**src/core/sdr_params.svh**
```systemverilog
`ifndef SDR_PARAMS_SVH
`define SDR_PARAMS_SVH
// ======================================================
// Defaults and timing
`define SDR_CUR_DEFAULT   10'h000
`define SDR_SLEW_DEFAULT  2'h0
`define SDR_FAULT_CLEAR   8'h00
`define SDR_RST_HOLD_NS   16
`define SDR_MCLK_MHZ      250
`define SDR_RST_HOLD_CYC  ((`SDR_RST_HOLD_NS * `SDR_MCLK_MHZ + 999) / 1000)
`endif

```
**src/core/sdr_pkg.sv**
```systemverilog
package sdr_pkg;
  typedef enum logic [1:0]
  {
    SDR_ST_RESET = 2'b00,
    SDR_ST_OFF   = 2'b01,
    SDR_ST_RUN   = 2'b10,
    SDR_ST_SAFE  = 2'b11
  } sdr_state_t;
endpackage

```
**src/core/sdr_rst_hold.sv**
```systemverilog
`timescale 1ns/100ps
`default_nettype none
`include "sdr_params.svh"
// ======================================================
// Reset stretcher: holds while supply bad, then a few cycles
module sdr_rst_hold #(
  parameter int HOLD = `SDR_RST_HOLD_CYC
)(
  input  wire logic mclk,       // Clock
  input  wire logic sys_rst,    // Sync reset
  input  wire logic supply_ok,  // Logic supply above reset point
  output logic      rst_out     // Stretched internal reset
);
  localparam int CW = $clog2(HOLD + 1);
  initial
  begin
    if (HOLD < 1)
      $error("HOLD must be at least 1");
  end
  logic [CW-1:0] cnt_r;
  wire           busy = (cnt_r != '0);
  always_ff @(posedge mclk)
  begin
    if (sys_rst || !supply_ok)
    begin
      cnt_r   <= CW'(HOLD);
      rst_out <= 1'b1;
    end
    else
    begin
      cnt_r   <= busy ? cnt_r - 1'b1 : cnt_r;
      rst_out <= busy;
    end
  end
endmodule
`default_nettype wire

```
**src/core/sdr_safe_ctrl.sv**
```systemverilog
`timescale 1ns/100ps
`default_nettype none
`include "sdr_params.svh"
// ======================================================
// Reset and safe-state control, two channels
module sdr_safe_ctrl #(
  parameter int CUR_W   = 10,
  parameter int FAULT_W = 8
)(
  input  wire logic               mclk,          // Clock
  input  wire logic               sys_rst,       // Sync reset
  input  wire logic               supply_ok,     // Supply above POR
  input  wire logic               supply_valid,  // Supply at 4.75 V+
  input  wire logic               safe_in,       // Safe-state pin level
  input  wire logic               safe_in_oe,    // Pin driven externally
  input  wire logic               test_in,       // Factory test pin
  input  wire logic               test_in_oe,    // Test pin driven
  input  wire logic               cmd_valid,     // Decoded command strobe
  input  wire logic               cmd_ch,        // Target channel
  input  wire logic [CUR_W-1:0]   cmd_cur,       // Commanded current
  input  wire logic [1:0]         cmd_slew,      // Slew setting
  input  wire logic [FAULT_W-1:0] fault_set,     // Fault events
  input  wire logic               diag_in,       // Raw diagnostic flag
  input  wire logic               so_data,       // Serial out data
  input  wire logic               so_active,     // Frame wants SO
  output logic [CUR_W-1:0]        cur0_r,        // Channel 0 current
  output logic [CUR_W-1:0]        cur1_r,        // Channel 1 current
  output logic [1:0]              slew0_r,       // Channel 0 slew
  output logic [1:0]              slew1_r,       // Channel 1 slew
  output logic                    ch_en_r,       // Channels enabled
  output logic [FAULT_W-1:0]      fault_r,       // Fault bits
  output logic                    diag_ok_r,     // Diagnostic valid
  output logic                    test_mode_r,   // Test mode flag
  output logic                    so_out_r,      // SO data
  output logic                    so_oe_r,       // SO output enable
  output logic                    safe_r,        // Safe state active
  output sdr_pkg::sdr_state_t     state_r        // Control state
);
  initial
  begin
    if (CUR_W < 1 || FAULT_W < 1)
      $error("Widths must be positive");
  end
  logic rst_int;
  sdr_rst_hold u_hold (
    .mclk      (mclk),
    .sys_rst   (sys_rst),
    .supply_ok (supply_ok),
    .rst_out   (rst_int)
  );
  // ======================================================
  // Pin decode
  wire safe_lvl = safe_in_oe ? safe_in : 1'b1;
  wire test_lvl = test_in_oe ? test_in : 1'b0;
  wire take_cmd = cmd_valid && !safe_lvl;
  wire to_defaults = rst_int || safe_lvl;
  wire wr0 = take_cmd && !cmd_ch;
  wire wr1 = take_cmd && cmd_ch;
  sdr_pkg::sdr_state_t state_nxt;
  always_comb
  begin
    case (state_r)
      sdr_pkg::SDR_ST_RESET: state_nxt = sdr_pkg::SDR_ST_OFF;
      sdr_pkg::SDR_ST_OFF:   state_nxt = take_cmd ? sdr_pkg::SDR_ST_RUN
                                                  : sdr_pkg::SDR_ST_OFF;
      sdr_pkg::SDR_ST_RUN:   state_nxt = sdr_pkg::SDR_ST_RUN;
      sdr_pkg::SDR_ST_SAFE:  state_nxt = sdr_pkg::SDR_ST_OFF;
      default:               state_nxt = sdr_pkg::SDR_ST_RESET;
    endcase
    if (safe_lvl)
      state_nxt = sdr_pkg::SDR_ST_SAFE;
  end
  // ======================================================
  // State and registers
  always_ff @(posedge mclk)
  begin
    if (rst_int)
      state_r <= sdr_pkg::SDR_ST_RESET;
    else
      state_r <= state_nxt;
  end
  always_ff @(posedge mclk)
  begin
    if (to_defaults)
    begin
      cur0_r  <= CUR_W'(`SDR_CUR_DEFAULT);
      cur1_r  <= CUR_W'(`SDR_CUR_DEFAULT);
      slew0_r <= `SDR_SLEW_DEFAULT;
      slew1_r <= `SDR_SLEW_DEFAULT;
      ch_en_r <= 1'b0;
    end
    else
    begin
      if (wr0)
      begin
        cur0_r  <= cmd_cur;
        slew0_r <= cmd_slew;
      end
      if (wr1)
      begin
        cur1_r  <= cmd_cur;
        slew1_r <= cmd_slew;
      end
      ch_en_r <= ch_en_r | take_cmd;
    end
  end
  // Safe state leaves faults alone; only reset wipes them
  always_ff @(posedge mclk)
  begin
    if (rst_int)
      fault_r <= FAULT_W'(`SDR_FAULT_CLEAR);
    else
      fault_r <= fault_r | fault_set;
  end
  always_ff @(posedge mclk)
  begin
    if (rst_int)
    begin
      diag_ok_r   <= 1'b0;
      test_mode_r <= 1'b0;
      so_out_r    <= 1'b0;
      so_oe_r     <= 1'b0;
      safe_r      <= 1'b1;
    end
    else
    begin
      diag_ok_r   <= supply_valid && diag_in;
      test_mode_r <= test_lvl;
      so_out_r    <= so_data;
      so_oe_r     <= so_active && !safe_lvl;
      safe_r      <= safe_lvl;
    end
  end
endmodule
`default_nettype wire
```
**config.mk**
```make
export PLATFORM = sky130hd
export DESIGN_NAME = sdr_safe_ctrl
export DESIGN_NICKNAME = d
export VERILOG_FILES = /design/src/core/sdr_pkg.sv /design/src/core/sdr_rst_hold.sv /design/src/core/sdr_safe_ctrl.sv
export VERILOG_INCLUDE_DIRS = /design/src /design/src/core
export SDC_FILE = /design/constraint.sdc
export NUM_CORES = 1
export LEC_CHECK = 0
export BUFFER_PORTS_ARGS = -buffer_cell sky130_fd_sc_hd__buf_2
export CAP_MARGIN = 0
export CORE_UTILIZATION = 41
export CTS_CLUSTER_SIZE = 8
export DETAILED_ROUTE_END_ITERATION = 8
export PLACE_DENSITY = 0.84
export SLEW_MARGIN = 0
export SYNTH_ARGS = -nofsm -noshare
export SYNTH_HDL_FRONTEND = slang
export SYNTH_SLANG_ARGS = --single-unit
```
**constraint.sdc**
```tcl
create_clock -name mclk -period 1 [get_ports mclk]
set_input_delay 0.15 -clock mclk [delete_from_list [all_inputs] [get_ports mclk]]
set_output_delay 0.15 -clock mclk [all_outputs]
set_load 0.02 [all_outputs]
```
==> flow_metrics.env <==
export IMPL_synth_top_cell_area_share_pct=56.5
export IMPL_finalSetupViolations=0
export IMPL_worst_pin_slew_ns=0.429
export IMPL_synthCells=178
export IMPL_mostFrequentLayoutCell="buf_2"
export IMPL_io_buffers=72
export IMPL_critPathLaunchType="flop"
export IMPL_status="complete, no violations"
export IMPL_layout_common_cells="64 x buf_2, 51 x nand2_1, 39 x dfxtp_1, 23 x nor2_1, 18 x a21oi_1"
export IMPL_synth_adder_area_share_pct=3.21
export IMPL_synth_top_family_by_area="simple AND/OR/NAND/NOR gates"
export IMPL_holdPathStages=3
export IMPL_grt_max_degree=28
export IMPL_reg2reg_to="state_r[1]"
export IMPL_synth_top_cells_by_area="dfxtp_1 57%, nand2_1 13%, a21oi_1 6.1%, nor2_1 5.5%, a21oi_2 3.9%"
export IMPL_syn_cell_area_um2=1560
export IMPL_ir_worst_vdd_mv=1.27
export IMPL_reg2reg_depth=4
export IMPL_ys_ff_latch=44
export IMPL_place_congestion=0.740
export IMPL_cts_tree="built"
export IMPL_worstPathArrival_ns=1.20
export IMPL_overflow=0
export IMPL_io_pins=73
export IMPL_cp_required_ns=1.22
export IMPL_area_growth_pct=40.4
export IMPL_finalSetupTns_ns=0
export IMPL_synthSimpleGateAreaFrac_pct=22.3
export IMPL_antenna_found_initial=0
export IMPL_rsz0062_at_grt="yes"
export IMPL_r2r_start="state_r[1]"
export IMPL_die_area_um2=4050
export IMPL_cts_made_buffers=5
export IMPL_n_fill_cell=325
export IMPL_hold_class="primary input to flop"
export IMPL_drt_wl_total_um=3380
export IMPL_register_area_um2=890
export IMPL_fin_crit_sh_pct=98.1
export IMPL_clkSinkCount=44
export IMPL_wire_per_inst_um=11.2
export IMPL_multi_input_area_um2=648
export IMPL_worst_path_max_fanout=3
export IMPL_synth_top_area_cell="dfxtp_1"
export IMPL_routed_via_density=4.59
export IMPL_slew_headroom_pct=71.4
export IMPL_die_y_um=63.7
export IMPL_drv_cap=0
export IMPL_chipWidth_um=63.7
export IMPL_synth_warnings=0
export IMPL_leakage_nw=0.987
export IMPL_setup_worst_path_start="state_r[1]"
export IMPL_clock_latency_ns=0.29
export IMPL_cts_buffer_depth=2
export IMPL_criticalPathCategory="flop to flop"
export IMPL_cts_htree_levels=2
export IMPL_start_util_pct=42.6
export IMPL_drive_above_1_share_pct=42.7
export IMPL_power_density_nw_per_um2=1610
export IMPL_post_cts_buffers=0
export IMPL_finalWorstPathRequiredPeriod_ns=0.981
export IMPL_ys_seq_area_share_pct=56.5
export IMPL_synth_xor_area_share_pct=0.562
export IMPL_p_total_mw=3.52
export IMPL_drv_slew=0
export IMPL_cp_end_kind="flop"
export IMPL_hold_viol=0
export IMPL_dpl_hpwl_um=2490
export IMPL_antennaDiodeCount=0
export IMPL_synth_compound_area_share_pct=11.7
export IMPL_first_iter_violations=52
export IMPL_drc_errors=0
export IMPL_clock_skew_ns=0.00465
export IMPL_hold_path_startpoint="fault_set[0]"
export IMPL_core_um2=3660
export IMPL_ant_nets=0
export IMPL_ys_types=22
export IMPL_reg2reg_slack_ns=0.02
export IMPL_syn_avg_cell_area_um2=8.76
export IMPL_muxShareOfSynthArea_pct=0
export IMPL_grt_pass1_vias=1360
export IMPL_dr_pass1_iters=4
export IMPL_root_buffer="clkbuf_8"
export IMPL_synth_nets=215
export IMPL_final_nets=291
export IMPL_cts_clk_slew_worst_paths_ns=0.08
export IMPL_grt_pass1_wl_um=5710
export IMPL_dr_total_vias=1392
export IMPL_max_freq_mhz=1020
export IMPL_min_to="fault_r[0]"
export IMPL_num_rows=22
export IMPL_grt_total_usage_pct=18.6
[worst max path at each step]
| stage | end | slack [ns] | cells after the start |
|---|---|---|---|
| after floorplan | state_r[0] | 0.02 | 4 |
| after global placement | u_hold.rst_out | 0.005 | 4 |
| after detailed placement | u_hold.rst_out | -0.02 | 4 |
| after CTS | cur0_r[3] | 0.008 | 1 |
| after global routing | state_r[1] | -0.01 | 4 |
| final | state_r[1] | 0.02 | 4 |
[sequential cells by signal, indices dropped and copies added (netlist names), 2 cells and up]
register	count
u_hold.cnt_r	3
state_r	2
fault_r	8
slew1_r	2
cur0_r	10
slew0_r	2
cur1_r	10
[metrics by stage]
stage	cells	util, %	hold WS (ns)	worst slack (ns)	instance area [um^2]
2_1_floorplan	178	-	0.262	0.0161	1580
3_3_place_gp	295	54.6	0.354	0.00517	2000
3_5_place_dp	295	54.6	0.371	-0.0160	2000
4_1_cts	303	58.1	0.0545	0.00787	2130
5_1_grt	303	59.8	0.0593	-0.0144	2190
6_report	303	59.8	0.0644	0.0188	2190
[logic make-up after synthesis]
kind of cell / Yosys count
AOI/OAI and AO/OA: 30
xor gates and xnor gates: 1
DFF: 44
and+or+nand+nor: 85
adders and majority gates: 4
buffers and inverters: 14
[synth_stat cells]
library cell   n
and2b_1        1
xnor2_1        1
inv_1          6
clkbuf_1       1
ha_1           4
a21oi_1       19
buf_4          1
nand2b_1       5
and2_1         1
nor2_1        23
or2_2          1
buf_2          2
a31oi_1        1
a21oi_2        7
a211oi_1       1
buf_6          4
o31ai_1        1
o21ai_0        1
nor2b_2        1
dfxtp_1       44
nor2b_1        1
nand2_1       52
[per-layer routing]
metal / vias to the layer above / wire (um) / track usage, %
met5: - / 0 / 0
met4: 0 / 63 / 8.24
met3: 5 / 336 / 9.24
met2: 67 / 1510 / 30.2
met1: 612 / 1460 / 20.3
li1: 708 / - / -
[critical path: stages, from the launching register on]
cell      delay [ns]
dfxtp_2         0.37
inv_1           0.07
ha_4            0.16
nand2b_1        0.14
a31oi_1         0.16
[power by group]
group          total, mW  internal [mW]  switching [mW]
sequential          1.78           1.77          0.0137
clock               1.46          0.881           0.582
combinational      0.272          0.131           0.142
total               3.52           2.78           0.737
[cell type report]
type	instances	share of cell area [%]
inverters	6	1.03
flip-flops and latches	44	40.6
repair buffers	77	20.2
clock buffers	7	4.40
well taps	48	2.74
clock inverters	1	1.37
multi-input cells	120	29.6
[timing repair]
item,CTS,global route
pin swaps,1,6
setup endpoints to repair,2,9
resized for setup,2,19
hold buffers,0,0
hold endpoints to repair,0,0
Power figures use the tool's default switching activity.
